===== config.mk =====
export PLATFORM = sky130hd
export DESIGN_NAME = port_status_regs
export DESIGN_NICKNAME = d
export VERILOG_FILES = /design/src/pkg/port_status_pkg.sv /design/src/pkg/status_event_if.sv /design/src/logic/status_latch.sv /design/src/logic/port_status_regs.sv
export SDC_FILE = /design/constraint.sdc
export NUM_CORES = 1
export LEC_CHECK = 0
export BUFFER_PORTS_ARGS = -buffer_cell sky130_fd_sc_hd__buf_2
export CORE_ASPECT_RATIO = 1.1
export CORE_MARGIN = 3
export CORE_UTILIZATION = 35
export CTS_CLUSTER_SIZE = 24
export DETAILED_ROUTE_END_ITERATION = 7
export GPL_TIMING_DRIVEN = 0
export PLACE_DENSITY = 0.68
export SLEW_MARGIN = 20
export SYNTH_ARGS = -nofsm -noshare
export SYNTH_HDL_FRONTEND = slang
export SYNTH_SLANG_ARGS = --single-unit
export TNS_END_PERCENT = 20

===== constraint.sdc =====
create_clock -name i_clk -period 5.9 [get_ports i_clk]
set_input_delay 0.59 -clock i_clk [delete_from_list [all_inputs] [get_ports i_clk]]
set_output_delay 0.59 -clock i_clk [all_outputs]
set_load 0.01 [all_outputs]

===== src/pkg/port_status_pkg.sv =====
/*
 * constants for the port status and parameter register bank: offsets,
 * field positions, reset values, quiet slot table and port states.
 * assumes nothing of its surroundings.
 */
`default_nettype none
package port_status_pkg;
    // --------------------------------------------------------------
    // register offsets
    // --------------------------------------------------------------
    localparam int ADDR_W = 13;
    localparam logic [12:0] OFF_PARAMS = 13'h00f8;
    localparam logic [12:0] OFF_ERR_DETAIL = 13'h00fc;
    localparam logic [12:0] OFF_INT_STATUS = 13'h1000;
    localparam logic [12:0] OFF_MAINT_CTRL = 13'h1004;
    // --------------------------------------------------------------
    // parameter register fields
    // --------------------------------------------------------------
    localparam logic [12:0] LEN_VALUE = 13'h0ff8;
    localparam int ARB_DEFEAT_BIT = 12;
    localparam int EXT_HEADER_BIT = 11;
    localparam logic [7:0] NODE_RST = 8'h00;
    localparam logic [2:0] QS_SEL_RST = 3'h0;
    localparam logic [2:0] QS_ILLEGAL = 3'h7;
    localparam int QS_W = 6;
    localparam logic [5:0] QS_DEFEAT = 6'h01;
    localparam logic [5:0] QS_TABLE [0:6] = '{6'h07, 6'h0a, 6'h0e, 6'h10, 6'h15, 6'h19, 6'h20};
    // --------------------------------------------------------------
    // interrupt status fields; event vector bits 8:0 sit at the same places
    // --------------------------------------------------------------
    localparam int EV_W = 9;
    localparam int SUMMARY_BIT = 15;
    localparam int UNINIT_BIT = 10;
    localparam int INT_FLAG_BIT = 9;
    localparam int EV_HW_FAIL = 8;
    localparam int EV_MISC = 7;
    localparam int EV_TIMER = 6;
    localparam int EV_BUS_ERR = 5;
    localparam int EV_DATA_ERR = 4;
    localparam int EV_INIT_DONE = 3;
    localparam int EV_DIS_DONE = 2;
    localparam int EV_FREEQ = 1;
    localparam int EV_RSP = 0;
    localparam logic [8:0] SUMMARY_MASK = 9'h1fe;
    // --------------------------------------------------------------
    // maintenance control fields
    // --------------------------------------------------------------
    localparam int MC_PAR_LSB = 9;
    localparam int PAR_W = 7;
    localparam int MC_HALT_BIT = 7;
    localparam int MC_INT_EN_BIT = 5;
    localparam int MC_MTD_BIT = 1;
    // --------------------------------------------------------------
    // port states, one-hot
    // --------------------------------------------------------------
    typedef enum logic [2:0] {
        ST_UNINIT = 3'b001,
        ST_DISABLED = 3'b010,
        ST_ENABLED = 3'b100
    } port_state_t;
endpackage
`default_nettype wire


===== src/pkg/status_event_if.sv =====
/*
 * carrier between the register bank and its status latch.
 * assumes both ends run on the same clock.
 */
`timescale 1ns/1ps
`default_nettype none
interface status_event_if;
    logic [8:0] ev;      // one-cycle event pulses
    logic release_wr;    // driver released the status register
    logic uninitialized_flag;          // live uninitialized level
    logic frozen;        // status held for the driver
    logic [31:0] status_word; // status word as read
    modport src (output ev, output release_wr, output uninitialized_flag, input frozen, input status_word);
    modport latch (input ev, input release_wr, input uninitialized_flag, output frozen, output status_word);
endinterface
`default_nettype wire


===== src/logic/status_latch.sv =====
/*
 * status latch: gathers event pulses, freezes the status word once an
 * interrupt is requested and queues later events until release.
 * assumes events are one-cycle pulses on the same clock.
 */
`timescale 1ns/1ps
`default_nettype none
module status_latch
    import port_status_pkg::*;
(
    // clock and reset
    input wire logic i_clk,
    input wire logic i_rst_b,
    // event carrier
    status_event_if.latch ifc
);
    // --------------------------------------------------------------
    // state
    // --------------------------------------------------------------
    typedef struct packed {
        logic [8:0] pend;  // events seen while frozen
        logic [8:0] evt;   // latched event bits
        logic uninitialized_flag;        // latched uninitialized bit
        logic frozen;      // interrupt requested, not yet released
    } latch_t;
    latch_t q;
    latch_t d;
    logic summary;

    // next state of the latch
    always_comb begin
        d = q;
        if (q.frozen) begin
            // set wins: events in the release cycle are queued
            d.pend = q.pend | ifc.ev;
            if (ifc.release_wr) begin
                d.frozen = 1'b0;
                d.evt = '0;
                d.uninitialized_flag = ifc.uninitialized_flag;
            end
        end else begin
            d.uninitialized_flag = ifc.uninitialized_flag;
            if (|(q.pend | ifc.ev)) begin
                d.evt = q.pend | ifc.ev;
                d.frozen = 1'b1;
                d.pend = '0;
            end
        end
    end

    // state register
    always_ff @(posedge i_clk) begin
        if (!i_rst_b) begin
            q <= '{pend: '0, evt: '0, uninitialized_flag: 1'b1, frozen: 1'b0};
        end else begin
            q <= d;
        end
    end

    // summary excludes the response bit
    assign summary = q.uninitialized_flag | (|(q.evt & SUMMARY_MASK));
    assign ifc.frozen = q.frozen;
    assign ifc.status_word = {16'h0000, summary, 4'h0, q.uninitialized_flag, q.frozen, q.evt};

    // --------------------------------------------------------------
    // checks
    // --------------------------------------------------------------
    AST_FREEZE: assert property (@(posedge i_clk) disable iff (!i_rst_b)
        (q.frozen && !ifc.release_wr) |=> $stable(ifc.status_word))
        else $error("status changed while frozen");
    AST_REPOST: assert property (@(posedge i_clk) disable iff (!i_rst_b)
        (q.frozen && ifc.release_wr && (|q.pend)) |=> !q.frozen ##1 q.frozen)
        else $error("queued event not reposted after release");
    AST_RSP_ONLY: assert property (@(posedge i_clk) disable iff (!i_rst_b)
        (!q.frozen && q.pend == 9'h000 && ifc.ev == 9'h001)
        |=> (ifc.status_word[EV_RSP] && ifc.status_word[SUMMARY_BIT] == ifc.status_word[UNINIT_BIT]))
        else $error("response bit set the summary bit");
endmodule // status_latch
`default_nettype wire


===== src/logic/port_status_regs.sv =====
/*
 * port parameter, error detail, interrupt status and maintenance control
 * registers of a cluster port adapter, with the port state machine.
 * assumes microcode and link logic on the same clock drive the event
 * pulses, and the host register access arrives as single-cycle strobes.
 */


`timescale 1ns/1ps
`default_nettype none
module port_status_regs
    import port_status_pkg::*;
#(
    parameter int PAR_N = PAR_W,   // number of parity flags
    parameter int BUS_ERR_N = 4    // hardware error bits of the bus error register
) (
    // clock and reset
    input wire logic i_clk,
    input wire logic i_rst_b,
    // host register access
    input wire logic i_reg_rd,
    input wire logic i_reg_wr,
    input wire logic [ADDR_W-1:0] i_reg_addr,
    input wire logic [31:0] i_reg_wdata,
    output logic [31:0] o_reg_rdata,
    // host command strobes
    input wire logic i_status_release,
    input wire logic i_init_cmd,
    // microcode parameter load
    input wire logic i_param_load,
    input wire logic [7:0] i_param_node,
    input wire logic i_param_arb_defeat,
    input wire logic i_param_ext_header,
    input wire logic [2:0] i_param_quiet_sel,
    // microcode and hardware events
    input wire logic [PAR_N-1:0] i_parity_err,
    input wire logic i_misc_err,
    input wire logic i_sanity_expire,
    input wire logic i_boot_timeout,
    input wire logic [BUS_ERR_N-1:0] i_bus_hw_err,
    input wire logic i_ds_err,
    input wire logic [31:0] i_err_detail,
    input wire logic i_init_done,
    input wire logic i_disable_done,
    input wire logic i_enable_cmd,
    input wire logic i_mfq_empty,
    input wire logic i_rsp_queued,
    input wire logic i_maint_class_en,
    // link controls
    output logic [QS_W-1:0] o_quiet_slots,
    output logic o_quiet_illegal,
    output logic o_arb_defeat,
    output logic o_ext_header,
    output logic [7:0] o_node,
    output logic o_link_accept,
    output logic o_link_maint_accept,
    // port control and interrupt
    output logic [2:0] o_port_state,
    output logic o_ucode_halt,
    output logic o_cmd_queue_run,
    output logic o_irq
);
    // --------------------------------------------------------------
    // state
    // --------------------------------------------------------------
    typedef struct packed {
        port_state_t state;        // port operating state
        logic halt;                // microcode halted, slave only
        logic [7:0] node;          // node number
        logic arb_defeat;          // arbitration defeat
        logic ext_header;          // extended header
        logic [2:0] qs_sel;        // quiet slot select code
        logic [QS_W-1:0] quiet;    // quiet slot count to the link
        logic [31:0] err_detail;   // error detail capture
        logic int_en;              // maintenance interrupt enable
        logic mtd;                 // maintenance timer disable
        logic [PAR_N-1:0] par;     // sticky parity flags
        logic bus_err_seen;        // bus error level already flagged
        logic [31:0] rdata;        // read data
    } regs_t;

    localparam regs_t REGS_RST = '{
        state: ST_UNINIT,
        halt: 1'b0,
        node: NODE_RST,
        arb_defeat: 1'b0,
        ext_header: 1'b0,
        qs_sel: QS_SEL_RST,
        quiet: QS_TABLE[0],
        err_detail: 32'h0000_0000,
        int_en: 1'b0,
        mtd: 1'b0,
        par: '0,
        bus_err_seen: 1'b0,
        rdata: 32'h0000_0000
    };

    regs_t q;
    regs_t d;
    status_event_if ifc ();

    // event terms
    logic hw_fail_ev; // a new parity flag set
    logic timer_ev; // enabled timer expired
    logic bus_err_ev; // bus hardware error newly seen
    logic disable_ev; // any cause that leaves the port disabled

    // read words built from the stored fields
    logic [31:0] param_word; // parameter register as read
    logic [31:0] mc_word; // maintenance control as read

    // --------------------------------------------------------------
    // status latch
    // --------------------------------------------------------------
    // the latch owns the frozen status word and the repost queue
    status_latch status_latch_inst (
        .i_clk (i_clk),
        .i_rst_b (i_rst_b),
        .ifc (ifc)
    );

    // events towards the latch; each term is a one-cycle pulse
    always_comb begin
        // only a flag that was clear counts, so a stuck flag fires once
        hw_fail_ev = |(i_parity_err & ~q.par);
        // timers are ignored while the timer disable bit is set
        timer_ev = (i_sanity_expire | i_boot_timeout) & ~q.mtd;
        // the bus error bits are levels; only the rising edge is an event
        bus_err_ev = (|i_bus_hw_err) & ~q.bus_err_seen;
        disable_ev = i_misc_err | bus_err_ev | i_ds_err | i_init_done | i_disable_done;
        ifc.ev = '0;
        ifc.ev[EV_HW_FAIL] = hw_fail_ev;
        ifc.ev[EV_MISC] = i_misc_err;
        ifc.ev[EV_TIMER] = timer_ev;
        ifc.ev[EV_BUS_ERR] = bus_err_ev;
        ifc.ev[EV_DATA_ERR] = i_ds_err;
        ifc.ev[EV_INIT_DONE] = i_init_done;
        ifc.ev[EV_DIS_DONE] = i_disable_done;
        ifc.ev[EV_FREEQ] = i_mfq_empty;
        ifc.ev[EV_RSP] = i_rsp_queued;
        ifc.release_wr = i_status_release;
        // a failure or expiry must already show uninitialized in the word it freezes
        ifc.uninitialized_flag = (q.state == ST_UNINIT) || hw_fail_ev || timer_ev;
    end

    // --------------------------------------------------------------
    // read words
    // --------------------------------------------------------------
    // parameter word; bits 31:29 and 15:13 read zero
    always_comb begin
        param_word = 32'h0000_0000;
        // buffer length is a constant, not a stored field
        param_word[28:16] = LEN_VALUE;
        param_word[ARB_DEFEAT_BIT] = q.arb_defeat;
        param_word[EXT_HEADER_BIT] = q.ext_header;
        // the select code reads back as loaded, the illegal one too
        param_word[10:8] = q.qs_sel;
        param_word[7:0] = q.node;
    end

    // maintenance control word; reserved bits read zero
    always_comb begin
        mc_word = 32'h0000_0000;
        mc_word[MC_PAR_LSB +: PAR_N] = q.par;
        mc_word[MC_HALT_BIT] = q.halt;
        mc_word[MC_INT_EN_BIT] = q.int_en;
        mc_word[MC_MTD_BIT] = q.mtd;
    end

    // --------------------------------------------------------------
    // next state
    // --------------------------------------------------------------
    always_comb begin
        d = q;
        // parity flags stay set; only reset clears them
        d.par = q.par | i_parity_err;
        d.bus_err_seen = |i_bus_hw_err;
        // microcode loads the parameters during initialization
        if (i_param_load) begin
            d.node = i_param_node;
            d.arb_defeat = i_param_arb_defeat;
            d.ext_header = i_param_ext_header;
            d.qs_sel = i_param_quiet_sel;
        end

        // quiet slot count follows the parameter fields
        if (d.arb_defeat) begin
            // defeat overrides the select code with one basic slot
            d.quiet = QS_DEFEAT;
        end else if (d.qs_sel == QS_ILLEGAL) begin
            // illegal code: zero, and the link sees the illegal flag
            d.quiet = '0;
        end else begin
            d.quiet = QS_TABLE[d.qs_sel];
        end
        // error detail captured with its error
        if (i_ds_err || i_misc_err) begin
            d.err_detail = i_err_detail;
        end

        // port state; hardware failure and timers win
        if (hw_fail_ev) begin
            // failure: microcode stops, only slave access remains
            d.state = ST_UNINIT;
            d.halt = 1'b1;
        end else if (timer_ev) begin
            // timer expiry drops back to uninitialized
            d.state = ST_UNINIT;
        end else if (q.state == ST_UNINIT) begin
            // only the initialize command leaves this state
            if (i_init_cmd) begin
                d.state = ST_DISABLED;
                d.halt = 1'b0;
            end
        end else if (disable_ev) begin
            // every error or completion cause parks the port disabled
            d.state = ST_DISABLED;
        end else if (q.state == ST_DISABLED && i_enable_cmd) begin
            // enable resumes command queues and traffic
            d.state = ST_ENABLED;
        end

        // host writes; only maintenance control takes them
        if (i_reg_wr) begin
            if (i_reg_addr == OFF_MAINT_CTRL) begin
                d.int_en = i_reg_wdata[MC_INT_EN_BIT];
                d.mtd = i_reg_wdata[MC_MTD_BIT];
            end
            // other offsets are read only; status writes are dropped
        end
        // host reads, answered at the next edge
        if (i_reg_rd) begin
            if (i_reg_addr == OFF_PARAMS) begin
                d.rdata = param_word;
            end else if (i_reg_addr == OFF_ERR_DETAIL) begin
                d.rdata = q.err_detail;
            end else if (i_reg_addr == OFF_INT_STATUS) begin
                // the latch holds this word steady while frozen
                d.rdata = ifc.status_word;
            end else if (i_reg_addr == OFF_MAINT_CTRL) begin
                d.rdata = mc_word;
            end else begin
                d.rdata = 32'h0000_0000;
            end
        end
    end

    // state register
    always_ff @(posedge i_clk) begin
        if (!i_rst_b) begin
            q <= REGS_RST;
        end else begin
            q <= d;
        end
    end

    // --------------------------------------------------------------
    // outputs
    // --------------------------------------------------------------
    assign o_reg_rdata = q.rdata;
    assign o_quiet_slots = q.quiet;
    assign o_quiet_illegal = (q.qs_sel == QS_ILLEGAL);
    assign o_arb_defeat = q.arb_defeat;
    assign o_ext_header = q.ext_header;
    assign o_node = q.node;
    // uninitialized ignores all traffic, disabled only maintenance class
    assign o_link_accept = (q.state == ST_ENABLED);
    assign o_link_maint_accept = (q.state == ST_DISABLED) && i_maint_class_en;
    assign o_port_state = q.state;
    assign o_ucode_halt = q.halt;
    assign o_cmd_queue_run = (q.state == ST_ENABLED) && !q.halt;
    // request held from latch until release, gated by enable
    assign o_irq = ifc.frozen && q.int_en;

    // --------------------------------------------------------------
    // checks
    // --------------------------------------------------------------
    AST_LEN: assert property (@(posedge i_clk) disable iff (!i_rst_b)
        (i_reg_rd && i_reg_addr == OFF_PARAMS) |=> (o_reg_rdata[28:16] == 13'h0ff8))
        else $error("length field not fixed");
    AST_ARB: assert property (@(posedge i_clk) disable iff (!i_rst_b)
        o_arb_defeat |-> (o_quiet_slots == 6'h01))
        else $error("defeat did not force one quiet slot");
    AST_EXT: assert property (@(posedge i_clk) disable iff (!i_rst_b)
        (i_param_load && i_param_ext_header) |=> o_ext_header)
        else $error("extended header not taken");
    AST_QS: assert property (@(posedge i_clk) disable iff (!i_rst_b)
        (i_param_load && !i_param_arb_defeat && i_param_quiet_sel == 3'h6) |=> (o_quiet_slots == 6'h20))
        else $error("quiet slot code six not 32");
    AST_NODE: assert property (@(posedge i_clk) disable iff (!i_rst_b)
        (i_reg_rd && i_reg_addr == OFF_PARAMS) |=> (o_reg_rdata[7:0] == $past(o_node)))
        else $error("node number misread");
    AST_MTE: assert property (@(posedge i_clk) disable iff (!i_rst_b)
        hw_fail_ev |=> (o_port_state == ST_UNINIT && o_ucode_halt && !o_cmd_queue_run))
        else $error("hardware failure did not halt port");
    AST_DSE: assert property (@(posedge i_clk) disable iff (!i_rst_b)
        (i_ds_err && !hw_fail_ev && !timer_ev && q.state != ST_UNINIT) |=> (o_port_state == ST_DISABLED))
        else $error("data structure error left port enabled");

    AST_TIMER: assert property (@(posedge i_clk) disable iff (!i_rst_b)
        timer_ev |=> (o_port_state == ST_UNINIT && !o_link_accept))
        else $error("timer expiry did not uninitialize port");

    AST_BUSERR: assert property (@(posedge i_clk) disable iff (!i_rst_b)
        (bus_err_ev && !hw_fail_ev && !timer_ev && q.state != ST_UNINIT) |=> (o_port_state == ST_DISABLED))
        else $error("bus hardware error left port enabled");

    AST_INIT: assert property (@(posedge i_clk) disable iff (!i_rst_b)
        (q.state == ST_UNINIT && i_init_cmd && !hw_fail_ev && !timer_ev)
        |=> (o_port_state == ST_DISABLED && !o_ucode_halt))
        else $error("initialize did not leave uninitialized state");

    AST_UNINITIALIZED_FLAG: assert property (@(posedge i_clk) disable iff (!i_rst_b)
        (o_port_state == ST_UNINIT) |-> (!o_link_accept && !o_link_maint_accept))
        else $error("uninitialized port accepts traffic");
    AST_IRQ: assert property (@(posedge i_clk) disable iff (!i_rst_b)
        (o_irq && !i_status_release) |=> o_irq)
        else $error("interrupt dropped before release");
    AST_GATE: assert property (@(posedge i_clk) disable iff (!i_rst_b)
        (|ifc.ev && !ifc.frozen && !q.int_en && !i_reg_wr) |=> (ifc.frozen && !o_irq))
        else $error("masked condition not flagged or delivered");
endmodule // port_status_regs
`default_nettype wire


## Yosys cells after proc, flatten, opt, wreduce, memory -nomap -nowiden

Memory sizes are Yosys's and may differ from the RTL's.
Cells that the tools add are included.

- Register bits after elaboration: 117
- Bits in latches: 0
- Memory bits (writable): 0
- ROM bits: 48
- Input bits: 118
- Output and inout port bits: 57
- Word-level logic and storage cells: 92
- Memories kept: 1

Memories:

| name | depth | width | read ports | clocked after Yosys merged registers in | wr ports | RTL line | RTL |
|---|---|---|---|---|---|---|---|
| (no name shown) | 8 | 6 | 1 | 0 | 0 | port_status_regs.sv:194 | `d.quiet = QS_TABLE[d.qs_sel];` |

- $add $sub $neg: 0
- Multiply operators: 0
- Div/mod/pow operators: 0
- Magnitude comparators: 1
- Eq/ne operators: 12
- Shift operators: 0
- Mux-type cells: 20
- Bitwise operators: 16
- Reductions and logical operators: 23

Operator list:

| operator | count |
|---|---|
| 32-bit 2-to-1 mux | 2 |
| 16-bit 2-to-1 mux | 2 |
| 13-bit == test (second input constant) | 2 |
| 13-bit by 8-bit == test with 1-bit output (second input constant) | 2 |
| 20-bit 2-to-1 mux | 1 |
| 18-bit 2-to-1 mux | 1 |
| 9-bit OR reduction | 2 |
| 3-bit 2-to-1 mux | 5 |
| 6-bit 2-to-1 mux | 2 |
| 11-bit 2-to-1 mux | 1 |
| 3-bit == test (second input constant) | 3 |
| 9-bit OR | 1 |
| 8-bit OR reduction | 1 |
| 7-bit AND | 1 |
| 7-bit NOT | 1 |
| 7-bit OR | 1 |
| 7-bit OR reduction | 1 |
| 2-bit inequality test (second input constant) | 3 |
| 1-bit OR | 6 |
| 2-bit AND reduction | 3 |
| 2-bit nonzero test | 3 |
| 5-bit 2-to-1 mux | 1 |
| 4-bit greater-or-equal comparator (second input constant) | 1 |
| 1-bit logical AND | 4 |
| 14 further kinds | 22 |

## Logic depth before layout (Yosys ltp)

- Depth after elaboration: 8
- Gate-level depth with buffers: 8
- Gate-level depth less buffers: 6

## Modules after synthesis

Synthesis repeated with hierarchy kept, for this count alone.

- Cell total of the unflattened synthesis: 715
- Area, all modules: 5,844.4 µm²

By module, submodules not included:

| module | times used | cells each | area an instance (µm²) | sequential area each (µm²) |
|---|---|---|---|---|
| port_status_regs | 1 | 594 | 4,770.8 | 1,941.9 |
| status_latch | 1 | 121 | 1,073.5 | 400.4 |

## Worst setup path before layout

Ideal clock, no wire load.

- Path kind: input-to-reg
- Start point: input port i_param_load
- End point: register q, in the netlist o_quiet_slots[4]
- Setup time: 70 ps
- Arrival time: 2,230 ps
- Required time: 5,830 ps
- Setup slack: 3,600 ps
- Stages on the path: 7
- Path buffers: 2
- Cell sequence: clkbuf_1 -> buf_2 -> mux2i_1 -> inv_1 -> ha_1 -> or3_1 -> a21oi_1

RTL lines:

| what | RTL line | RTL |
|---|---|---|
| from (decl) | port_status_regs.sv:30 | `input wire logic i_param_load,` |
| to (signal assigned) | port_status_regs.sv:251 | `q <= REGS_RST;` |
| to (signal assigned) | port_status_regs.sv:253 | `q <= d;` |
| to (decl) | port_status_regs.sv:98 | `regs_t q;` |

==> qor.yml <==
outcome:
  status: "complete, no violations"
synthesis:
  yosys_warnings: 0
  synth-compound-area-share_pct: 17.2
  synthMuxAreaShare_pct: 2.86
  ys_seq_elements: 117
  ys_seq_area_share_pct: 44.6
  synthDistinctLibCells: 51
  netlist_area_um2: 5250
  post_synth_fa_ha_maj_area_fraction_pct: 0.715
  syn-num-nets: 758
  syn_avg_cell_area_um2: 8.24
  synth_top_family_by_area: "simple AND/OR/NAND/NOR gates"
  synthXorXnorAreaFrac_pct: 0
  yosys.area_share.simple_pct: 24.1
  synth_cells: 637
clock_tree:
  cts_tree: "done"
  post-cts-setup-buffers: 0
  root_buffer: "clkbuf_16"
  cts_sinks: 117
  htree_levels: 4
  clk_latency_ps: 420
  clk_pin_slew_ps: 60
  cts_hold_buf: 0
  numCtsBuffers: 17
  clock_path_buffers: 2
  cts_resized: 0
finish:
  area_growth_pct: 29.8
  diodes: 0
  fin_nets: 919
  drive_above_1_share_pct: 29.5
  fin_area_um2: 6810
  final_common_cell: "buf_2"
  final_cell_mix: "146 x buf_2, 117 x dfxtp_1, 104 x nand2_1, 73 x nor2_1, 49 x buf_4"
timing:
  setup_viol: 0
  fmax_mhz: 463
  finClkSkew_ps: 11.5
  finalCriticalPeriod_ps: 2160
  rsz0062_at_grt: "false"
  whs_ps: 385
  fin_crit_sh_pct: 36.6
  finalHoldViolations: 0
  finalWorstSetupSlack_ps: 3740
  slew_violations: 0
  worst_pin_slew_ps: 1060
  timing.slew.headroom_pct: 28.6
  tns_ps: 0
global_route:
  gr-total-overflow: 0
  grt_max_degree: 17
  antenna_found_initial: 1
  grt_pass1_wl_um: 24200
  track_usage_pct: 18.8
  grt_pass1_vias: 4734
routing:
  routed-via-count: 5027
  dr.pass1.iters: 5
  drc: 0
  wl_met3_um: 1060
  met2WireLength_um: 7530
  dr.first_iter.drc_count: 443
  finalWirelength_um: 15500
  top_layer: "met5"
  detail-route-antenna-nets: 0
  wire_per_inst_um: 15.5
  drt-met1-wl_um: 6440
  viasPerCell: 5.02
floorplanning:
  die_w_um: 123
  fp-row-count: 46
  die_height_um: 134
  dieArea_um2: 16500
  coreArea_um2: 14600
  io_pins: 175
  initial_utilization_pct: 36.1
power:
  finalPower_uw: 2120
  leakagePower_uw: 0.00305
  power_density_nw_per_um2: 311
  vdd.ir_drop.worst_v: 0.000212
setup_path:
  cp_max_fo: 10
  critical_path_required_ps: 6250
  crit_path_end_kind: "flop"
  start_kind: "input port"
  arrival_ps: 2510
  crit_type: "input port to flop"
  regToRegSetupSlack_ps: 3860
placed_design:
  dp_hpwl_um: 11600
  place_ws_ps: 3310
  globalplace.congestion: 0.855
  portBuffers: 142
  dpl-instance-area_um2: 6200
hold_path:
  min_path_type: "input port to flop"
job:
  maxCapViolations: 0
registers in the layout, summed over array words and instances (netlist names):
register,count
o_quiet_slots,6
o_reg_rdata,32
q,33
status_latch_inst.q,9
status_latch_inst.ifc.status_word,10
mc_word,9
o_ext_header,1
o_node,8
status_latch_inst.ifc.frozen,1
param_word,3
o_ucode_halt,1
o_port_state,3
o_arb_defeat,1
power breakdown:
group	total (uW)	internal, uW	switching [uW]
logic	186	77.4	108
clock network	1080	720	358
registers	853	827	25.5
synth_stat cells, drive strengths merged:
| library cell | instances | share of area, % |
|---|---|---|
| nor3b | 5 | 0.71 |
| a21oi | 47 | 4.5 |
| o31ai | 8 | 1.1 |
| a211oi | 5 | 0.71 |
| o21bai | 3 | 0.43 |
| a22o | 7 | 1.2 |
| o21ai | 34 | 3.2 |
| clkinv | 1 | 0.071 |
| nand2b | 5 | 0.60 |
| or2 | 3 | 0.36 |
| mux2i | 15 | 2.9 |
| a22oi | 2 | 0.29 |
| nand3 | 5 | 0.48 |
| or4b | 1 | 0.19 |
| or4 | 1 | 0.21 |
| o221ai | 1 | 0.17 |
| buf | 53 | 7.4 |
| nor3 | 12 | 1.5 |
| a2111oi | 1 | 0.19 |
| dfxtp | 117 | 45 |
| inv | 11 | 0.79 |
| nand4 | 11 | 1.3 |
| a31oi | 13 | 1.5 |
| nor2 | 73 | 5.2 |
| nand4b | 1 | 0.17 |
| nor4b | 1 | 0.17 |
| nand3b | 2 | 0.29 |
| o41ai | 8 | 2.0 |
| nor2b | 10 | 1.2 |
| a21o | 2 | 0.29 |
| a32oi | 6 | 1.0 |
| and3 | 7 | 0.83 |
| nor4 | 15 | 2.3 |
| nand2 | 105 | 7.6 |
| ha | 3 | 0.71 |
| o21ba | 1 | 0.19 |
| and2 | 3 | 0.36 |
| or3 | 4 | 0.48 |
| nor4bb | 1 | 0.19 |
| clkbuf | 32 | 2.3 |
| a221oi | 2 | 0.33 |
critical path, stage by stage:
cell and delay [ps]:
clkbuf_1 200, buf_2 340, mux2i_1 430, inv_1 110
ha_1 280, or3_1 410, a21oi_1 140
layout make-up:
class / instances / area, um2
fillers: 1441 / 7750
multi-input cells: 423 / 2360
flip-flops and latches: 117 / 2340
repair buffers: 142 / 711
plain buffers: 85 / 508
clock buffers: 20 / 457
well taps: 192 / 240
clock inverters: 10 / 155
inverters: 12 / 45.0
final timing paths:
| kind | from | end | cells past startpoint |
|---|---|---|---|
| hold reg to reg | o_reg_rdata[26] | o_reg_rdata[26] | 2 |
| hold / removal | i_status_release | status_latch_inst.ifc.frozen | 2 |
| setup / recovery | i_param_load | o_quiet_slots[4] | 7 |
| setup reg to reg | mc_word[9] | status_latch_inst.ifc.status_word[10] | 5 |
per-layer routing:
layer	up-vias	track usage, %
met1	2296	22.8
met5	-	0
li1	2494	-
met3	43	5.15
met2	192	31.4
met4	2	7.84
through the flow:
stage	instances	utilization (%)
after floorplan	637	-
after global placement	971	42.6
after detailed placement	971	42.6
after CTS	1001	46.8
after global routing	1001	46.8
final	1001	46.8
kinds of logic (layout without fill, tap and decap cells):
| kind of cell | Yosys count | after routing |
|---|---|---|
| compound gates | 140 | 140 |
| buf+inv | 97 | 269 |
| simple gates | 265 | 265 |
| fa+ha+maj | 3 | 3 |
| mux | 15 | 15 |
| flops | 117 | 117 |
No activity file was read; power rests on OpenSTA's default activity.
